===== config.mk =====
export PLATFORM = sky130hd
export DESIGN_NAME = pso_power_ctl
export DESIGN_NICKNAME = d
export VERILOG_FILES = /design/src/pso_pkg.sv /design/src/pso_power_ctl.sv
export VERILOG_INCLUDE_DIRS = /design/src /design/src/src
export SDC_FILE = /design/constraint.sdc
export NUM_CORES = 1
export LEC_CHECK = 0
export BUFFER_PORTS_ARGS = -buffer_cell sky130_fd_sc_hd__buf_2
export CAP_MARGIN = 20
export CORE_MARGIN = 2
export CORE_UTILIZATION = 40
export CTS_BUF_LIST = sky130_fd_sc_hd__clkbuf_2
export DETAILED_ROUTE_END_ITERATION = 7
export GPL_ROUTABILITY_DRIVEN = 0
export GPL_TIMING_DRIVEN = 0
export SYNTH_ARGS = -nofsm -noshare
export SYNTH_HDL_FRONTEND = slang
export SYNTH_SLANG_ARGS = --single-unit

===== constraint.sdc =====
create_clock -name i_clk -period 3.9 [get_ports i_clk]
set_clock_uncertainty 0.15 [all_clocks]
set_input_delay 0.585 -clock i_clk [delete_from_list [all_inputs] [get_ports i_clk]]
set_output_delay 0.585 -clock i_clk [all_outputs]
set_load 0.05 [all_outputs]

===== src/pso_defs.svh =====
`ifndef PSO_DEFS_SVH
`define PSO_DEFS_SVH

// Register byte addresses (APB, one word each)
`define PSO_ADDR_CTRL 12'h000
`define PSO_ADDR_STAT 12'h004
`define PSO_ADDR_NVM 12'h008
`define PSO_ADDR_CLKMASK 12'h00C

// CTRL fields
`define PSO_CTRL_BACKUP_IRQ_ENABLE 0
`define PSO_CTRL_POWER_LOSS_IRQ_ENABLE 1
// NVM image fields
`define PSO_NVM_MODE_LO 0
`define PSO_NVM_MODE_HI 1
`define PSO_NVM_TCM_LO 2
`define PSO_NVM_TCM_HI 3
`define PSO_NVM_TCR_LO 4
`define PSO_NVM_TCR_HI 5
`define PSO_NVM_W 6
// STAT fields
`define PSO_STAT_POWER_LOSS_FLAG 0
`define PSO_STAT_BSF 1
`define PSO_STAT_VLF 2
`define PSO_STAT_BACKUP 3
`define PSO_STAT_REFRESH 4
`define PSO_STAT_CLKF 5
`define PSO_STAT_ARMED 6
`define PSO_STAT_DEB 7

// Reset values
`define PSO_CTRL_RST 2'h0
`define PSO_NVM_RST 6'h00
`define PSO_MASK_RST 8'h00

// Timing, in microseconds, and the clock period in ns
`define PSO_CLK_NS 10
`define PSO_REFR_US 66000
`define PSO_DEB_SHORT_US 1000
`define PSO_DEB_LONG_US 1000000
`define PSO_ARM_DSM_US 2000
`define PSO_ARM_LSM_US 10000
// All times round down to whole cycles
`define PSO_US2CYC(us) (((us) * 1000) / `PSO_CLK_NS)

`endif


===== src/pso_pkg.sv =====
package pso_pkg;

  typedef enum logic [1:0] {
    PSO_MODE_OFF0 = 2'h0,
    PSO_MODE_DIRECT = 2'h1,
    PSO_MODE_LEVEL = 2'h2,
    PSO_MODE_OFF3 = 2'h3
  } pso_mode_t;

  typedef enum logic [3:0] {
    PSO_ST_REFRESH = 4'h1,
    PSO_ST_MAIN = 4'h2,
    PSO_ST_BACKUP = 4'h4,
    PSO_ST_DEBOUNCE = 4'h8
  } pso_state_t;

endpackage


===== src/pso_power_ctl.sv =====
// The APB slave port and the register offsets were left to the implementer.
`timescale 1ns/10ps
`include "pso_defs.svh"

// How it works
// - Reset loads every register, mirrors to defaults
// - Copy nonvolatile image into mirrors after power-up
// - Power-loss flag set on reset, cleared by 0-write
// - Power-loss interrupt armed by reset; asserts once the enable, cleared by reset, is written
// - Power-loss interrupt regardless of prior flag clearing
// - Debounce host port 1 or 1000 ms
// - Mode 00/11 off, 01 direct, 10 level
// - Direct: backup when main below backup
// - Level: threshold rules, else direct
// - Backup entry sets switched-to-backup flag
// - Backup enable drives interrupt until flag cleared
// - Backup resets and floats host port
// - Backup disables external event detection
// - Backup forces clock output low
// - Temperature functions keep running in backup
// - Masked interrupt in backup enables clock output later
// - Switchover disabled keeps backup flag zero
// - First power-up on backup: switchover off
// - Switchover effective within 2 or 10 ms
// - Charger off: mode 00, switchover off, backup
// - Charge-pump levels only in level mode above threshold
module pso_power_ctl
  import pso_pkg::*;
#(
  parameter int unsigned REFR_CYC = `PSO_US2CYC(`PSO_REFR_US),
  parameter int unsigned DEB_SHORT_CYC = `PSO_US2CYC(`PSO_DEB_SHORT_US),
  parameter int unsigned DEB_LONG_CYC = `PSO_US2CYC(`PSO_DEB_LONG_US),
  parameter int unsigned ARM_DSM_CYC = `PSO_US2CYC(`PSO_ARM_DSM_US),
  parameter int unsigned ARM_LSM_CYC = `PSO_US2CYC(`PSO_ARM_LSM_US)
)
(
  input wire logic i_clk,
  input wire logic i_rst_n,
  // APB slave
  input wire logic i_psel,
  input wire logic i_penable,
  input wire logic i_pwrite,
  input wire logic [11:0] i_paddr,
  input wire logic [31:0] i_pwdata,
  output logic [31:0] o_prdata,
  output logic o_pready,
  output logic o_pslverr,
  // Nonvolatile configuration image
  input wire logic [5:0] i_nvm_image,
  input wire logic i_nvm_valid,
  // Asynchronous comparator levels
  input wire logic i_main_below_backup,
  input wire logic i_main_above_thresh,
  input wire logic i_backup_above_thresh,
  input wire logic i_main_present,
  input wire logic i_low_voltage_flag,
  // Event sources
  input wire logic i_ext_event_pin,
  input wire logic [7:0] i_clk_irq_src,
  // Outputs
  output logic o_irq_n,
  output logic o_use_backup,
  output logic o_host_port_en,
  output logic o_host_port_reset,
  output logic o_ext_event,
  output logic o_clkout_force_low,
  output logic o_clkout_auto_en,
  output logic o_temp_run,
  output logic o_charger_en,
  output logic o_charger_pump_ok,
  output logic [1:0] o_charger_mode_sel,
  output logic [1:0] o_charger_resistor_sel
);

  localparam int unsigned CNT_W = $clog2(DEB_LONG_CYC + 1);

  // Zero-length waits would skip refresh or debounce entirely
  if (REFR_CYC < 1 || DEB_SHORT_CYC < 1 || ARM_DSM_CYC < 1 || ARM_LSM_CYC < 1)
  begin : g_bad_zero
    $error("pso_power_ctl: timing counts must be at least one cycle");
  end
  // The shared counter is sized by the long debounce, so it must be the longest
  if (DEB_LONG_CYC < DEB_SHORT_CYC || DEB_LONG_CYC < REFR_CYC ||
      DEB_LONG_CYC < ARM_LSM_CYC || DEB_LONG_CYC < ARM_DSM_CYC)
  begin : g_bad_order
    $error("pso_power_ctl: long debounce must be the longest timing count");
  end

  // Two-stage synchronisers for pin-side levels
  logic [5:0] sync1_r;
  logic [5:0] sync2_r;
  wire [5:0] async_in = {i_ext_event_pin, i_low_voltage_flag, i_main_present,
                         i_backup_above_thresh, i_main_above_thresh, i_main_below_backup};
  always_ff @(posedge i_clk)
  begin
    if (!i_rst_n)
    begin
      sync1_r <= 6'h00;
      sync2_r <= 6'h00;
    end
    else
    begin
      sync1_r <= async_in;
      sync2_r <= sync1_r;
    end
  end
  wire main_below_bk = sync2_r[0];
  wire main_above_th = sync2_r[1];
  wire bk_above_th = sync2_r[2];
  wire main_present = sync2_r[3];
  wire low_voltage_flag = sync2_r[4];
  wire ext_event_s = sync2_r[5];

  // Registers
  pso_state_t state_r;
  pso_state_t state_nxt;
  logic [1:0] ctrl_r;
  logic [5:0] nvm_r;
  logic [7:0] clk_mask_r;
  logic power_loss_flag_r;
  logic switched_to_backup_flag_r;
  logic clkf_r;
  logic armed_r;
  logic boot_main_r;
  logic por_irq_r;
  logic [CNT_W-1:0] cnt_r;
  logic [CNT_W-1:0] arm_cnt_r;
  logic [31:0] prdata_r;

  // Decoding of the mirrored configuration
  wire pso_mode_t switchover_mode_sel = pso_mode_t'(nvm_r[`PSO_NVM_MODE_HI:`PSO_NVM_MODE_LO]);
  wire [1:0] charger_mode_sel = nvm_r[`PSO_NVM_TCM_HI:`PSO_NVM_TCM_LO];
  wire direct_switching = (switchover_mode_sel == PSO_MODE_DIRECT);
  wire level_switching = (switchover_mode_sel == PSO_MODE_LEVEL);
  wire sw_enabled = (direct_switching || level_switching) && boot_main_r;
  wire backup_irq_enable = ctrl_r[`PSO_CTRL_BACKUP_IRQ_ENABLE];
  wire power_loss_irq_enable = ctrl_r[`PSO_CTRL_POWER_LOSS_IRQ_ENABLE];

  // Supply choice; level mode falls back to direct when main and backup are both below threshold
  wire want_direct = main_below_bk;
  wire want_level = main_above_th ? 1'b0 : (bk_above_th ? 1'b1 : main_below_bk);
  wire want_backup = sw_enabled && armed_r && (level_switching ? want_level : want_direct);

  // APB decode; zero-wait answers
  wire apb_acc = i_psel && i_penable;
  wire apb_wr = apb_acc && i_pwrite;
  wire hit_ctrl = (i_paddr == `PSO_ADDR_CTRL);
  wire hit_stat = (i_paddr == `PSO_ADDR_STAT);
  wire hit_nvm = (i_paddr == `PSO_ADDR_NVM);
  wire hit_mask = (i_paddr == `PSO_ADDR_CLKMASK);
  wire hit_any = hit_ctrl || hit_stat || hit_nvm || hit_mask;
  // Host port is dead outside the main state, so software sees an error
  wire port_live = (state_r == PSO_ST_MAIN);
  assign o_pready = 1'b1;
  assign o_pslverr = apb_acc && (!hit_any || !port_live);
  wire wr_ok = apb_wr && hit_any && port_live;
  wire clr_power_loss_flag = wr_ok && hit_stat && !i_pwdata[`PSO_STAT_POWER_LOSS_FLAG];
  wire clr_bsf = wr_ok && hit_stat && !i_pwdata[`PSO_STAT_BSF];

  wire [31:0] stat_word = {24'h000000, (state_r == PSO_ST_DEBOUNCE), armed_r, clkf_r,
                           (state_r == PSO_ST_REFRESH), (state_r == PSO_ST_BACKUP),
                           low_voltage_flag, switched_to_backup_flag_r, power_loss_flag_r};
  wire [31:0] rd_mux = hit_ctrl ? {30'h00000000, ctrl_r} :
                       hit_stat ? stat_word :
                       hit_nvm ? {26'h0000000, nvm_r} :
                       hit_mask ? {24'h000000, clk_mask_r} : 32'h00000000;

  // Counter expiry
  wire [CNT_W-1:0] deb_len = low_voltage_flag ? CNT_W'(DEB_LONG_CYC - 1) : CNT_W'(DEB_SHORT_CYC - 1);
  wire [CNT_W-1:0] arm_len = level_switching ? CNT_W'(ARM_LSM_CYC - 1) : CNT_W'(ARM_DSM_CYC - 1);
  wire refr_done = (cnt_r >= CNT_W'(REFR_CYC - 1)) && i_nvm_valid;
  wire deb_done = (cnt_r >= deb_len);

  // Power-state machine
  always_comb
  begin
    state_nxt = state_r;
    unique case (state_r)
      PSO_ST_REFRESH: if (refr_done) state_nxt = PSO_ST_MAIN;
      PSO_ST_MAIN: if (want_backup) state_nxt = PSO_ST_BACKUP;
      PSO_ST_BACKUP: if (!want_backup) state_nxt = PSO_ST_DEBOUNCE;
      PSO_ST_DEBOUNCE:
      begin
        if (want_backup)
          state_nxt = PSO_ST_BACKUP;
        else if (deb_done)
          state_nxt = PSO_ST_MAIN;
      end
      default: state_nxt = PSO_ST_REFRESH;
    endcase
  end
  wire enter_backup = (state_nxt == PSO_ST_BACKUP) && (state_r != PSO_ST_BACKUP);

  // State and shared counter
  always_ff @(posedge i_clk)
  begin
    if (!i_rst_n)
    begin
      state_r <= PSO_ST_REFRESH;
      cnt_r <= '0;
    end
    else
    begin
      state_r <= state_nxt;
      cnt_r <= (state_nxt != state_r) ? '0 : (cnt_r + CNT_W'(1));
    end
  end

  // Switchover arming delay after leaving a disabled mode
  always_ff @(posedge i_clk)
  begin
    if (!i_rst_n)
    begin
      armed_r <= 1'b0;
      arm_cnt_r <= '0;
    end
    else if (!sw_enabled)
    begin
      armed_r <= 1'b0;
      arm_cnt_r <= '0;
    end
    else if (!armed_r)
    begin
      armed_r <= (arm_cnt_r >= arm_len);
      arm_cnt_r <= arm_cnt_r + CNT_W'(1);
    end
  end

  // Boot-supply strap caught at end of refresh, not under reset
  always_ff @(posedge i_clk)
  begin
    if (!i_rst_n)
      boot_main_r <= 1'b0;
    else if (state_r == PSO_ST_REFRESH && refr_done)
      boot_main_r <= main_present;
  end

  // Configuration and mirror registers
  always_ff @(posedge i_clk)
  begin
    if (!i_rst_n)
    begin
      ctrl_r <= `PSO_CTRL_RST;
      nvm_r <= `PSO_NVM_RST;
      clk_mask_r <= `PSO_MASK_RST;
    end
    else
    begin
      if (state_r == PSO_ST_REFRESH && refr_done)
        nvm_r <= i_nvm_image;
      else if (wr_ok && hit_nvm)
        nvm_r <= i_pwdata[`PSO_NVM_W-1:0];
      if (wr_ok && hit_ctrl)
        ctrl_r <= i_pwdata[1:0];
      if (wr_ok && hit_mask)
        clk_mask_r <= i_pwdata[7:0];
    end
  end

  // Sticky flags; a set beats a same-cycle clear
  always_ff @(posedge i_clk)
  begin
    if (!i_rst_n)
    begin
      power_loss_flag_r <= 1'b1;
      por_irq_r <= 1'b1;
      switched_to_backup_flag_r <= 1'b0;
      clkf_r <= 1'b0;
    end
    else
    begin
      if (clr_power_loss_flag)
      begin
        power_loss_flag_r <= 1'b0;
        por_irq_r <= 1'b0;
      end
      if (!sw_enabled)
        switched_to_backup_flag_r <= 1'b0;
      else if (enter_backup)
        switched_to_backup_flag_r <= 1'b1;
      else if (clr_bsf)
        switched_to_backup_flag_r <= 1'b0;
      if (state_r == PSO_ST_BACKUP && |(i_clk_irq_src & clk_mask_r))
        clkf_r <= 1'b1;
      else if (wr_ok && hit_stat && !i_pwdata[`PSO_STAT_CLKF])
        clkf_r <= 1'b0;
    end
  end

  // Read data register
  always_ff @(posedge i_clk)
  begin
    if (!i_rst_n)
      prdata_r <= 32'h00000000;
    else if (i_psel && !i_penable && !i_pwrite)
      prdata_r <= rd_mux;
  end
  assign o_prdata = prdata_r;

  // Pin-level outputs
  wire in_backup = (state_r == PSO_ST_BACKUP);
  assign o_irq_n = !((power_loss_irq_enable && por_irq_r) ||
                     (backup_irq_enable && switched_to_backup_flag_r));
  assign o_use_backup = in_backup || (state_r == PSO_ST_DEBOUNCE && want_backup);
  assign o_host_port_en = port_live;
  assign o_host_port_reset = !port_live;
  assign o_ext_event = ext_event_s && !in_backup;
  assign o_clkout_force_low = in_backup;
  assign o_clkout_auto_en = clkf_r && !in_backup;
  assign o_temp_run = 1'b1;
  assign o_charger_en = (charger_mode_sel != 2'h0) && sw_enabled && !in_backup;
  assign o_charger_pump_ok = o_charger_en && level_switching && main_above_th;
  assign o_charger_mode_sel = charger_mode_sel;
  assign o_charger_resistor_sel = nvm_r[`PSO_NVM_TCR_HI:`PSO_NVM_TCR_LO];

  // Checks
  chk_bsf_zero_off: assert property (@(posedge i_clk) disable iff (!i_rst_n)
    !sw_enabled |=> !switched_to_backup_flag_r) else $error("backup flag set while switchover off");
  chk_bsf_on_entry: assert property (@(posedge i_clk) disable iff (!i_rst_n)
    enter_backup && sw_enabled |=> switched_to_backup_flag_r) else $error("backup flag missed");
  chk_backup_irq: assert property (@(posedge i_clk) disable iff (!i_rst_n)
    backup_irq_enable && switched_to_backup_flag_r |-> !o_irq_n) else $error("backup irq missing");
  chk_clkout_low: assert property (@(posedge i_clk) disable iff (!i_rst_n)
    in_backup |-> o_clkout_force_low && !o_ext_event) else $error("clock out not low in backup");
  chk_port_off: assert property (@(posedge i_clk) disable iff (!i_rst_n)
    $rose(in_backup) |-> !o_host_port_en && o_host_port_reset) else $error("host port live in backup");
  chk_debounce_min: assert property (@(posedge i_clk) disable iff (!i_rst_n)
    $fell(in_backup) && !want_backup |-> !o_host_port_en [*2]) else $error("debounce too short");
  chk_charger_off: assert property (@(posedge i_clk) disable iff (!i_rst_n)
    (charger_mode_sel == 2'h0 || !sw_enabled || in_backup) |-> !o_charger_en) else $error("charger on");
  chk_power_loss_flag_set: assert property (@(posedge i_clk)
    !i_rst_n |=> power_loss_flag_r) else $error("power-loss flag not set by reset");
  chk_por_irq: assert property (@(posedge i_clk) disable iff (!i_rst_n)
    power_loss_irq_enable && power_loss_flag_r |-> !o_irq_n) else $error("power-loss irq missing");
  chk_por_irq_rearm: assert property (@(posedge i_clk)
    !i_rst_n |=> por_irq_r) else $error("power-loss interrupt not re-armed by reset");
  chk_pump_gate: assert property (@(posedge i_clk) disable iff (!i_rst_n)
    o_charger_pump_ok |-> level_switching && main_above_th) else $error("pump level wrongly enabled");

  // Refresh, boot strap and arming
  chk_refresh_closed: assert property (@(posedge i_clk) disable iff (!i_rst_n)
    state_r == PSO_ST_REFRESH |-> !o_host_port_en && !wr_ok) else $error("host port live during refresh");
  chk_refresh_load: assert property (@(posedge i_clk) disable iff (!i_rst_n)
    state_r == PSO_ST_REFRESH && refr_done |=> nvm_r == $past(i_nvm_image)) else $error("mirror not loaded");
  chk_boot_backup: assert property (@(posedge i_clk) disable iff (!i_rst_n)
    !boot_main_r |-> !o_use_backup && !o_charger_en) else $error("switchover active after backup boot");
  chk_arm_bound: assert property (@(posedge i_clk) disable iff (!i_rst_n)
    sw_enabled && !armed_r |-> arm_cnt_r <= CNT_W'(ARM_LSM_CYC)) else $error("switchover arming overran");
  chk_arm_reset: assert property (@(posedge i_clk) disable iff (!i_rst_n)
    !sw_enabled |=> !armed_r) else $error("armed while switchover off");

  // Mode decode and supply choice
  chk_mode_off: assert property (@(posedge i_clk) disable iff (!i_rst_n)
    !sw_enabled |=> !o_use_backup) else $error("backup used while switchover off");
  chk_level_pick: assert property (@(posedge i_clk) disable iff (!i_rst_n)
    port_live && level_switching && main_above_th |=> !in_backup) else $error("level mode left main supply");

  // Port, event and clock-output paths
  chk_event_pass: assert property (@(posedge i_clk) disable iff (!i_rst_n)
    !in_backup |-> o_ext_event == ext_event_s) else $error("event input blocked outside backup");
  chk_port_error: assert property (@(posedge i_clk) disable iff (!i_rst_n)
    apb_acc && !port_live |-> o_pslverr) else $error("access to dead host port not refused");
  chk_clkf_set: assert property (@(posedge i_clk) disable iff (!i_rst_n)
    in_backup && |(i_clk_irq_src & clk_mask_r) |=> clkf_r) else $error("clock interrupt lost in backup");

  cov_backup: cover property (@(posedge i_clk) disable iff (!i_rst_n) enter_backup);
  cov_return: cover property (@(posedge i_clk) disable iff (!i_rst_n)
    state_r == PSO_ST_DEBOUNCE ##1 state_r == PSO_ST_MAIN);
  cov_refresh: cover property (@(posedge i_clk) disable iff (!i_rst_n)
    state_r == PSO_ST_REFRESH ##1 state_r == PSO_ST_MAIN);
  cov_clkf: cover property (@(posedge i_clk) disable iff (!i_rst_n) $rose(clkf_r));
  cov_level_backup: cover property (@(posedge i_clk) disable iff (!i_rst_n)
    enter_backup && level_switching);

endmodule // pso_power_ctl


Yosys cells after proc, flatten, opt, wreduce, memory -nomap -nowiden
Cells that the tools add are included.

Add/subtract/negate cells: 2. Order comparisons: 3. Eq/ne operators: 12. Multiplexer cells: 22. Bitwise operators: 2. Reductions and logical operators: 54.

Operators with widths (number): adder 27 x 1 -> 27 bit, second input constant (2); two-way mux 8 bit (4); logical AND 1 bit (30); >= comparator 27 x 20 -> 1 bit (1); >= comparator 27 x 23 -> 1 bit, second input constant (1); >= comparator 27 bit (1); two-way mux 27 bit (1); == test 12 x 4 -> 1 bit, second input constant (2); two-way mux 20 bit (1); two-way mux 4 bit (5); one-hot mux 4 bit (4 select lines) (1); == test 12 x 3 -> 1 bit, second input constant (1); logical NOT 12 bit (1); two-way mux 6 bit (2); logical NOT 1 bit (9); bitwise AND 8 bit (1); == test 4 x 3 -> 1 bit, second input constant (2); two-way mux 1 bit (8); nonzero test 2 bit (4); OR reduction 8 bit (1); logical OR 1 bit (7); == test 4 x 1 -> 1 bit, second input constant (1); == test 4 x 2 -> 1 bit, second input constant (1); == test 4 bit, second input constant (1); other kinds (7) (7).

Flip-flop bits (word level): 123. Input bits: 70. Output and inout port bits: 48. Logic and storage cells: 109.

Logic depth before layout (Yosys ltp)
Gate-level depths: netlist (run 1).

Depth in word-level cells: 10. Depth in mapped cells: 10.

Worst setup path after synthesis (run 1)
No wires, ideal clock.

Path kind: reg-to-output. From: register state_r[2]. To: output o_charger_pump_ok. Arrival: 3.620 ns. Data required time: 3.165 ns. Setup slack: -0.455 ns. Cell stages (with the launch flop): 4. Path buffers: 1. Cell sequence: dfxtp_1 > clkbuf_1 > nor4b_1 > nor3_1.

Longest elaborated chain between the ends: 5.

RTL lines: from (decl) (line pso_power_ctl.sv:115) `pso_state_t state_r;`; from (signal assigned) (line pso_power_ctl.sv:204) `state_r <= state_nxt;`; == test 4 x 3 -> 1 bit (line pso_power_ctl.sv:301) `wire in_backup = (state_r == PSO_ST_BACKUP);`; named net o_clkout_force_low (line pso_power_ctl.sv:66) `output logic o_clkout_force_low,`; logical NOT 1 bit (line pso_power_ctl.sv:311) `assign o_charger_en = (charger_mode_sel != 2'h0) && sw_enabled && !in_backup;`; logical AND 1 bit (line pso_power_ctl.sv:311); logical AND 1 bit (2 in series) (line pso_power_ctl.sv:312) `assign o_charger_pump_ok = o_charger_en && level_switching && main_above_th;`; to (decl) (line pso_power_ctl.sv:70) `output logic o_charger_pump_ok,`.

The timed path passes the listed nets, and every way through them passes these cells.

Worst setup path after layout (run 1)
From: register state_r[2]. To: output o_use_backup.

Longest elaborated chain between the ends: 3. Elaborated cells between the ends (all ways): 4. Those cells by class: eq/ne: 2; reduce/logical: 2.

RTL lines: == test 4 bit (line pso_power_ctl.sv:304) `assign o_use_backup = in_backup || (state_r == PSO_ST_DEBOUNCE && want_backup);`; logical AND 1 bit (line pso_power_ctl.sv:304); logical OR 1 bit * (line pso_power_ctl.sv:304); to (decl) (line pso_power_ctl.sv:62) `output logic o_use_backup,`.

Mark *: on every way between the ends. The rest lies on a longest branch, timed or not.

==> results of run 1 <==
-- worst reg2reg max path: cells and delay by family (launching register included) --
family / cells / cell delay, ns
buf+inv: 3 / 0.78
compound gates: 4 / 0.89
simple gates: 2 / 0.58
fa+ha+maj: 1 / 0.39
flops: 1 / 0.52
-- flip-flops by register name, summed over array words and instances, names as in the netlist --
register	flops
clkf_r	1
switched_to_backup_flag_r	1
ctrl_r	2
cnt_r	27
armed_r	1
o_prdata	8
clk_mask_r	8
boot_main_r	1
state_r	4
sync1_r	6
arm_cnt_r	27
sync2_r	6
por_irq_r	1
nvm_r	6
-- final cells by class --
| type | instances | area (sq um) |
|---|---|---|
| Fill cell | 1331 | 6950 |
| Multi-Input combinational cell | 486 | 3110 |
| Sequential cell | 99 | 1980 |
| Timing Repair Buffer | 78 | 450 |
| Buffer | 61 | 353 |
| Tap cell | 176 | 220 |
| Inverter | 20 | 75.1 |
| Clock inverter | 7 | 56.3 |
| Clock buffer | 9 | 45.0 |
-- Yosys cell counts (all sizes together) (2+ instances only) --
cell type	instances
o21ai	22
and3	8
o22ai	2
mux2i	3
o211ai	2
nand2	60
a22o	6
ha	23
a21oi	23
a22oi	9
or4	5
conb	2
or3	8
nor4	40
nand3	28
and2	19
and3b	2
nand4	16
o31a	7
a2111oi	2
mux4	2
xor2	20
a211oi	2
and4	3
mux2	4
or4b	2
nor2	48
inv	20
nor4b	2
nor3	16
clkbuf	24
nor3b	8
nand4b	3
dfxtp	99
buf	37
a21o	3
a21boi	13
nor2b	10
xnor2	25
-- per-layer routing --
metal	vias up	part of all wire (%)	GRT usage [%]	wire, um
li1	2469	-	-	-
met1	2286	46	24.8	6240
met2	112	48	31.3	6600
met3	22	4.4	4.25	606
met4	0	1.9	6.10	255
met5	-	0	0	0
-- path summary, 6_finish.rpt --
kind	end	from	slack, ns
worst max-delay path	o_use_backup	state_r[2]	0.46
worst min register to register	sync2_r[2]	sync1_r[2]	0.27
worst max register to register	cnt_r[13]	sync2_r[4]	0.53
worst min-delay path	sync1_r[2]	i_backup_above_thresh	0.06
-- repair_timing --
item	4_1_cts	5_1_grt
hold endpoints to repair	10	2
gates resized for setup	0	0
hold buffers	10	2
-- stage by stage --
step / instance area, sq um / worst slack [ns] / util [%] / total power, mW / instances
floorplan: 5520 / 0.773 / - / 1.17 / 666
global placement: 6070 / 0.744 / 45.9 / 1.21 / 908
detailed placement: 6070 / 0.584 / 45.9 / 1.21 / 908
CTS: 6280 / 0.414 / 47.4 / 1.70 / 934
global route: 6300 / 0.257 / 47.5 / 1.75 / 936
finish: 6300 / 0.459 / 47.5 / 1.68 / 936
-- cells by family (layout without fill, tap and decap cells) --
family | count (synthesis) | after routing | share of synthesized area (%)
and+or+nand+nor | 283 | 283 | 28.4
adders and majority gates | 23 | 23 | 5.30
buffers and inverters | 81 | 175 | 7.88
xor gates and xnor gates | 45 | 45 | 7.26
DFF | 99 | 99 | 36.5
muxes | 9 | 9 | 2.21
other | 2 | 26 | 0.138
AOI/OAI and AO/OA | 100 | 100 | 12.3
-- power breakdown --
| group | total (mW) | switching, mW | internal (mW) |
|---|---|---|---|
| clock network | 0.480 | 0.387 | 0.0936 |
| registers | 1.03 | 0.00633 | 1.02 |
| logic | 0.170 | 0.108 | 0.0619 |
==> metrics.txt, run 1 <==
synth warn=0; GRT Residual Overflow=0; Routed Antenna Nets=0; Die Wd=120 um; commonest non-fill, non-tap cell in the layout=dfxtp_1; crit path capture type=primary output; worst-margin pin slew=1.03 ns; CTS tree=built; Levels on crit path=4; Synth async-reset ratio=0%; Total GRT Usage=19.0%; CP Data Required Time=3.16 ns; Chip Height=120 um; critical-path cell list=clkbuf_1 -> nor4b_2 -> o21bai_1 -> buf_2; Max-slew headroom=30.9%; first-pass GRT wire length=22100 um; Layout area overhead=16.0%; Worst-path clk slew=0.27 ns; Wirelength per Cell=14.6 um; Vias/cell=5.22; clock sink count=99; Residual DRC=0; initial DRC count=315; clock latency at the later pin of the worst-skew pair=0.64 ns; worst-path fanout max=9; CTS Buf Count=9; Initial Util=41.0%; vias in the first global route=4559; number of flops mapped to enable cells by yosys=0; ys flop type=dfxtp_1; synth top area cells=dfxtp_1 37%, ha_1 5.3%, nor4_1 4.5%, buf_4 4.1%, nand2_1 4.1%; final setup vio count=0; largest net degree at the start of global routing=19; Final HPWL DP=10100 um; antenna violations before repair=0; Max Freq=0.291 GHz; static leakage=2.44 nW; most frequent cells in the layout=99 x dfxtp_1, 69 x buf_2, 60 x nand2_1, 48 x nor2_1, 39 x nor4_1; max incr delay on CP=0.90 ns; Hold WC Path Type=input port to flip-flop; cell count after synthesis=642; PD cells=267 nW/um^2; max-cap viol count=0; Routed WL=13700 um; Hold Fails Final Rpt=0; die area=14500 sq um; Setup Buffers After CTS=0; R2R cell count=10; Worst path slowest cell=nor4b_2; row count=42; Netlist cell types=63; Port Buffers=66; WHS Path Cells=2; ratio of cells with drive above 1 in the final layout=16.8%; crit path time final=3.44 ns; H-tree depth=3; setup TNS=0 ns; hold slack=0.0608 ns; Critical Setup Path Class=flip-flop to primary output; detailed-route via count=4889; Seq cells post-synth=99; RSZ-0062 raised after global routing=no; CP startpoint kind=flip-flop; Seq/Total Area, Yosys=36.5%; status=complete, no violations; peak supply drop=185 uV; CP top delay family=simple AND/OR/NAND/NOR gates; period utilization=88.2%; core footprint=13200 sq um; CTS Buffer Depth=2; IO Count=118; Syn Area/Cell=8.45 sq um; diode count=0; Synth area leader=dfxtp_1; crit path DAT=2.71 ns; clk root buf=clkbuf_2; post-synth top area share=36.5%; Slew Limit Fails=0; nets=848; Mapped Area=5430 sq um; CP bufs+invs=2; drt pass-1 iters=5
Power figures use the tool's default switching activity.
==> inputs of run 2 (changes only) <==
Settings changed: ABC_AREA set to 1.
==> run 2 against run 1 <==
Effect of this change: final cell count rose by 23%; maximum frequency rose by 4.5%; combinational power rose by 6%; critical path depth rose by 3; synthesized area rose by 8.8%.
==> metrics.txt, run 2 <==
clock sink count=99 (unchanged); Largest regs=arm_cnt_r: 27 flops, cnt_r: 27 flops; main combinational cell family by area after synthesis=simple AND/OR/NAND/NOR gates; ratio of cells with drive above 1 in the final layout=18.1% (+1.3 points); Total GRT Usage=18.5% (-0.57 points); post-synthesis adder-cell area fraction=4.87% (-0.43 points); Routed WL=14100 um (+2.7%); Wirelength per Cell=12.2 um (-16%); Layout fillers=1514 (+14%); initial DRC count=358 (+14%); H-tree depth=3 (unchanged); GRT Residual Overflow=0 (unchanged); Syn Area/Cell=7.11 sq um (-16%); CTS tree=built; Worst-path clk slew=0.32 ns (+0.05 ns); crit path DAT=2.56 ns (-0.15 ns); Post-Synth XOR/XNOR Area=5.04% (-2.2 points); Critical Setup Path Class=flip-flop to primary output; Chip Height=126 um (+4.2%); detailed-route via count=5373 (+9.9%); CTS Buffer Depth=2 (unchanged); Compound-Gate Fraction of Synth Area=9.87% (-2.5 points); drt pass-1 iters=5 (unchanged); Final HPWL DP=10700 um (+6.2%); largest net degree at the start of global routing=21 (+2); Net Sw Frac=30.5% (+0.67 points); number of flops mapped to enable cells by yosys=0 (unchanged); ys flop type=dfxtp_1; Vias/cell=4.67 (-11%); PD cells=248 nW/um^2 (-7.0%); Mapped Area=5910 sq um (+8.8%); commonest non-fill, non-tap cell in the layout=nand2_1; Netlist cell types=46 (-27%); max incr delay on CP=0.40 ns (-0.50 ns); Synth async-reset ratio=0% (unchanged); Routed Antenna Nets=0 (unchanged); Die Wd=126 um (+4.2%); Hold Fails Final Rpt=0 (unchanged); status=complete, no violations; CTS Buf Count=9 (unchanged); nets=1053 (+24%); Synth Area in Simple Gates=33.8% (+5.4 points); sequential power share=59.6% (-1.7 points); synth top area cells=dfxtp_1 34%, nand2_1 11%, inv_1 6.9%, nor2_1 6.5%, ha_1 4.9%; row count=44 (+4.8%); cell count after synthesis=831 (+29%); clk root buf=clkbuf_2; RSZ-0062 raised after global routing=no; Layout area overhead=17.8%; Slew Limit Fails=0 (unchanged); worst-margin pin slew=0.707 ns (-0.328 ns); most frequent cells in the layout=168 x nand2_1, 108 x inv_1, 102 x nor2_1, 99 x dfxtp_1, 67 x buf_2; worst-path fanout max=3 (-6); static leakage=3.03 nW (+24%); crit path capture type=primary output; CP Data Required Time=3.16 ns (about the same); Hold WC Path Type=input port to flip-flop; IO Count=118 (unchanged); Synth area leader=dfxtp_1; peak supply drop=159 uV (-14%); net switching power=0.527 mW (+5.1%); Port Buffers=66 (unchanged); Clock Power Share=30.0% (+1.4 points); post-synth top area share=33.6% (-3.0 points); synth warn=0 (unchanged); setup TNS=0 ns (unchanged); critical-path cell list=inv_1 -> ha_1 -> or2_1 -> a211oi_1 -> nand2_1 -> nor2_1 -> buf_2; Max Freq=0.304 GHz (+4.5%); top post-synthesis cells by count=168 x nand2_1, 108 x inv_1, 102 x nor2_1; antenna violations before repair=1 (+1); core footprint=14500 sq um (+9.3%); Residual DRC=0 (unchanged); vias in the first global route=4975 (+9.1%); cts repair resizes=0 (unchanged); mux share of post-synthesis cell area=0% (-2.2 points); Seq/Total Area, Yosys=33.6% (-3.0 points); Logic pwr share=10.4% (+0.3 points); Max-slew headroom=52.7% (+22 points); period utilization=84.4% (-3.8 points); final setup vio count=0 (unchanged); clock latency at the later pin of the worst-skew pair=0.65 ns (about the same); die area=15800 sq um (+8.5%); Initial Util=40.8% (-0.20 points); Worst path slowest cell=dfxtp_1; cell with the most instances after synthesis=nand2_1; CP startpoint kind=flip-flop; hold slack=0.177 ns (+0.117 ns); Seq cells post-synth=99 (unchanged); max-cap viol count=0 (unchanged); first-pass GRT wire length=23700 um (+7.0%); Cell Int Power=1.20 mW (+1.8%); crit path time final=3.29 ns (-0.150 ns)
## run 2: critical path: cells and delay by family, from the launching register on
family                   cells  cell delay, ns
adder cells (fa/ha/maj)      1            0.29
AO/OA/AOI/OAI                1            0.33
flip-flops                   1            0.40
AND/OR/NAND/NOR              3            0.53
buffers and inverters        2            0.36
## run 2: metrics by stage
stage | total power [mW] | util, % | area [sq um] | setup WS, ns | instances
2_1_floorplan | 1.17 | - | 6000 | 0.196 | 855
3_3_place_gp | 1.21 | 45.3 | 6560 | 1.26 | 1105
3_5_place_dp | 1.21 | 45.3 | 6560 | 1.25 | 1105
4_1_cts | 1.76 | 48.0 | 6960 | 0.538 | 1149
5_1_grt | 1.81 | 48.1 | 6960 | 0.368 | 1150
6_report | 1.73 | 48.1 | 6960 | 0.609 | 1150
## run 2: worst paths after layout
| check | startpoint | endpoint | slack, ns | depth (start not counted) |
|---|---|---|---|---|
| worst min register to register | sync1_r[4] | sync2_r[4] | 0.28 | 2 |
| worst max register to register | state_r[3] | nvm_r[2] | 1.25 | 10 |
| worst max-delay path | nvm_r[0] | o_charger_pump_ok | 0.61 | 7 |
| worst min-delay path | i_pwrite | o_prdata[1] | 0.18 | 4 |
## run 2: power by group through the flow
stage          clock, mW  combinational [mW]  sequential, mW
2_1_floorplan          0               0.126            1.05
4_1_cts            0.546               0.180            1.03
6_report           0.518               0.180            1.03
3_5_place_dp           0               0.163            1.05
3_3_place_gp           0               0.163            1.05
5_1_grt            0.581               0.194            1.03
## run 2: logic make-up after synthesis
| family | Yosys count |
|---|---|
| AND/OR/NAND/NOR | 408 |
| AO/OA/AOI/OAI | 105 |
| adder cells (fa/ha/maj) | 23 |
| flip-flops | 99 |
| XOR/XNOR | 34 |
| other | 2 |
| buffers and inverters | 160 |
## run 2: area by class of cell
cell class | count | area (sq um) | area share [%]
Timing Repair Buffer | 94 | 611 | 8.78
Sequential cell | 99 | 1980 | 28.5
Tap cell | 184 | 230 | 3.31
Multi-Input combinational cell | 596 | 3260 | 46.8
Inverter | 119 | 447 | 6.42
Buffer | 41 | 308 | 4.42
Clock buffer | 9 | 45.0 | 0.647
Clock inverter | 7 | 73.8 | 1.06
Antenna cell | 1 | 2.50 | 0.0360
## run 2: repair_timing
item,4_1_cts,5_1_grt
hold endpoints to repair,23,0
setup buffers,0,0
hold buffers,28,0
## run 2: per-layer routing
metal	part of all wire, %	global-route usage (%)	vias up
met5	0	0	-
met4	1.9	5.69	0
met3	4.8	4.11	23
met2	45	29.6	114
met1	48	24.8	2374
li1	-	-	2862
==> inputs of run 3 (changes only) <==
Clock period 3.9 ns to 3.21 ns, I/O delays scaled along.
==> run 3 against run 2 <==
Effect of this change: clock power up 23%; hold slack got worse by 0.11 ns; largest cell class unchanged; global-route usage decreased by 0.18 points; count of clock-buffer cells in the layout did not move; highest routed layer unchanged.
==> metrics.txt, run 3 (synthesis results as in run 2) <==
Hold Fails Final Rpt=0 (unchanged); crit path capture type=primary output; detailed-route via count=5319 (-1.0%); most frequent cells in the layout=168 x nand2_1, 108 x inv_1, 101 x nor2_1, 99 x dfxtp_1, 65 x buf_2; Port Buffers=66 (unchanged); core footprint=14500 sq um (unchanged); Vias/cell=4.63 (-0.92%); clk root buf=clkbuf_2; Slew Limit Fails=0 (unchanged); first-pass GRT wire length=23500 um (-0.76%); CTS tree=built; Layout area overhead=18.0%; IO Count=118 (unchanged); GRT Residual Overflow=0 (unchanged); drt pass-1 iters=5 (unchanged); H-tree depth=3 (unchanged); Residual DRC=0 (unchanged); Max Freq=0.326 GHz; Wirelength per Cell=12.2 um (+0.12%); clock latency at the later pin of the worst-skew pair=0.63 ns (-0.02 ns); Largest regs=arm_cnt_r: 27 flops, cnt_r: 27 flops; Layout fillers=1503 (-0.73%); worst-margin pin slew=0.740 ns (+0.0335 ns); setup TNS=0 ns (unchanged); Total GRT Usage=18.3% (-0.18 points); Worst-path clk slew=0.32 ns (about the same); peak supply drop=249 uV (+57%); crit path DAT=2.44 ns (-0.12 ns); nets=1052 (-0.095%); Die Wd=126 um (unchanged); Routed WL=14100 um (about the same); period utilization=95.6%; CTS Buf Count=9 (unchanged); Chip Height=126 um (unchanged); Initial Util=40.8% (unchanged); Hold WC Path Type=input port to flip-flop; Final Instance Count excl. Fillers=1149 (-0.087%); max-cap viol count=0 (unchanged); ratio of cells with drive above 1 in the final layout=18.5% (+0.33 points); Final HPWL DP=10800 um (+0.50%); crit path time final=3.07 ns; Critical Setup Path Class=flip-flop to primary output; CP Data Required Time=2.58 ns (-0.58 ns); commonest non-fill, non-tap cell in the layout=nand2_1; status=complete, no violations; antenna violations before repair=1 (unchanged); placed cell count=1105 (unchanged); die area=15800 sq um (unchanged); worst-path fanout max=5 (+2); PD cells=303 nW/um^2 (+22%); clock sink count=99 (unchanged); Routed Antenna Nets=0 (unchanged); static leakage=3.02 nW (-0.22%); CTS Buffer Depth=2 (unchanged); vias in the first global route=4929 (-0.92%); initial DRC count=290 (-19%); Max-slew headroom=50.5% (-2.2 points); RSZ-0062 raised after global routing=no; final setup vio count=0 (unchanged); CP startpoint kind=flip-flop; largest net degree at the start of global routing=21 (unchanged); row count=44 (unchanged)
run 3: changes by cell type in the layout (fill, tap and decap cells not counted), sizes merged:
cell / change
buf: -1
dlygate4sd3: -1
clkbuf: +1
run 3: critical path: stages (launching register included):
cell	delay, ns
dfxtp_1	0.39
inv_1	0.09
ha_2	0.27
or2_1	0.30
nor3_4	0.26
nand2_1	0.09
nand2_1	0.14
clkbuf_4	0.26
run 3: path summary, 6_finish.rpt:
kind	slack, ns	end	startpoint	cells past startpoint
worst max-delay path	0.14	o_use_backup	nvm_r[0]	7
worst min register to register	0.28	sync2_r[4]	sync1_r[4]	2
worst max register to register	0.59	nvm_r[4]	state_r[3]	10
worst min-delay path	0.07	o_prdata[0]	i_penable	4
run 3: report_power, final:
group | switching [mW] | total, mW | internal [mW]
registers | 0.00471 | 1.25 | 1.25
clock network | 0.502 | 0.638 | 0.136
logic | 0.139 | 0.219 | 0.0805
total | 0.646 | 2.11 | 1.46
run 3: stage by stage:
stage          util (%)  hold WS, ns  instance area [sq um]  power [mW]  setup slack, ns
2_1_floorplan         -        0.240                   6000        1.42            0.129
3_3_place_gp       45.3        0.243                   6560        1.47            0.689
3_5_place_dp       45.3        0.249                   6560        1.47            0.677
4_1_cts            48.0       0.0173                   6950        2.14           0.0127
5_1_grt            48.1       0.0347                   6970        2.21          0.00369
6_report           48.1       0.0725                   6970        2.11            0.143
run 3: final cells by class:
type,count,area [sq um],share of cell area [%]
plain buffers,41,308,4.42
inverters,119,447,6.41
well taps,184,230,3.30
diodes,1,2.50,0.0359
flip-flops and latches,99,1980,28.4
multi-input cells,596,3270,46.9
clock buffers,9,45.0,0.646
clock inverters,7,76.3,1.10
repair buffers,93,609,8.74
run 3: metal layers:
metal / GRT usage [%] / share of wire, % / vias to the layer above
li1: - / - / 2874
met1: 25.7 / 50 / 2351
met2: 28.8 / 45 / 83
met3: 3.55 / 3.4 / 11
met4: 4.51 / 1.3 / 0
met5: 0 / 0 / -
run 3: timing repair:
action / 4_1_cts / 5_1_grt
endpoints found under the hold margin: 26 / 0
buffers inserted: 0 / 0
hold buffers: 27 / 0
setup endpoints to repair: 0 / 2
resized for setup: 0 / 6
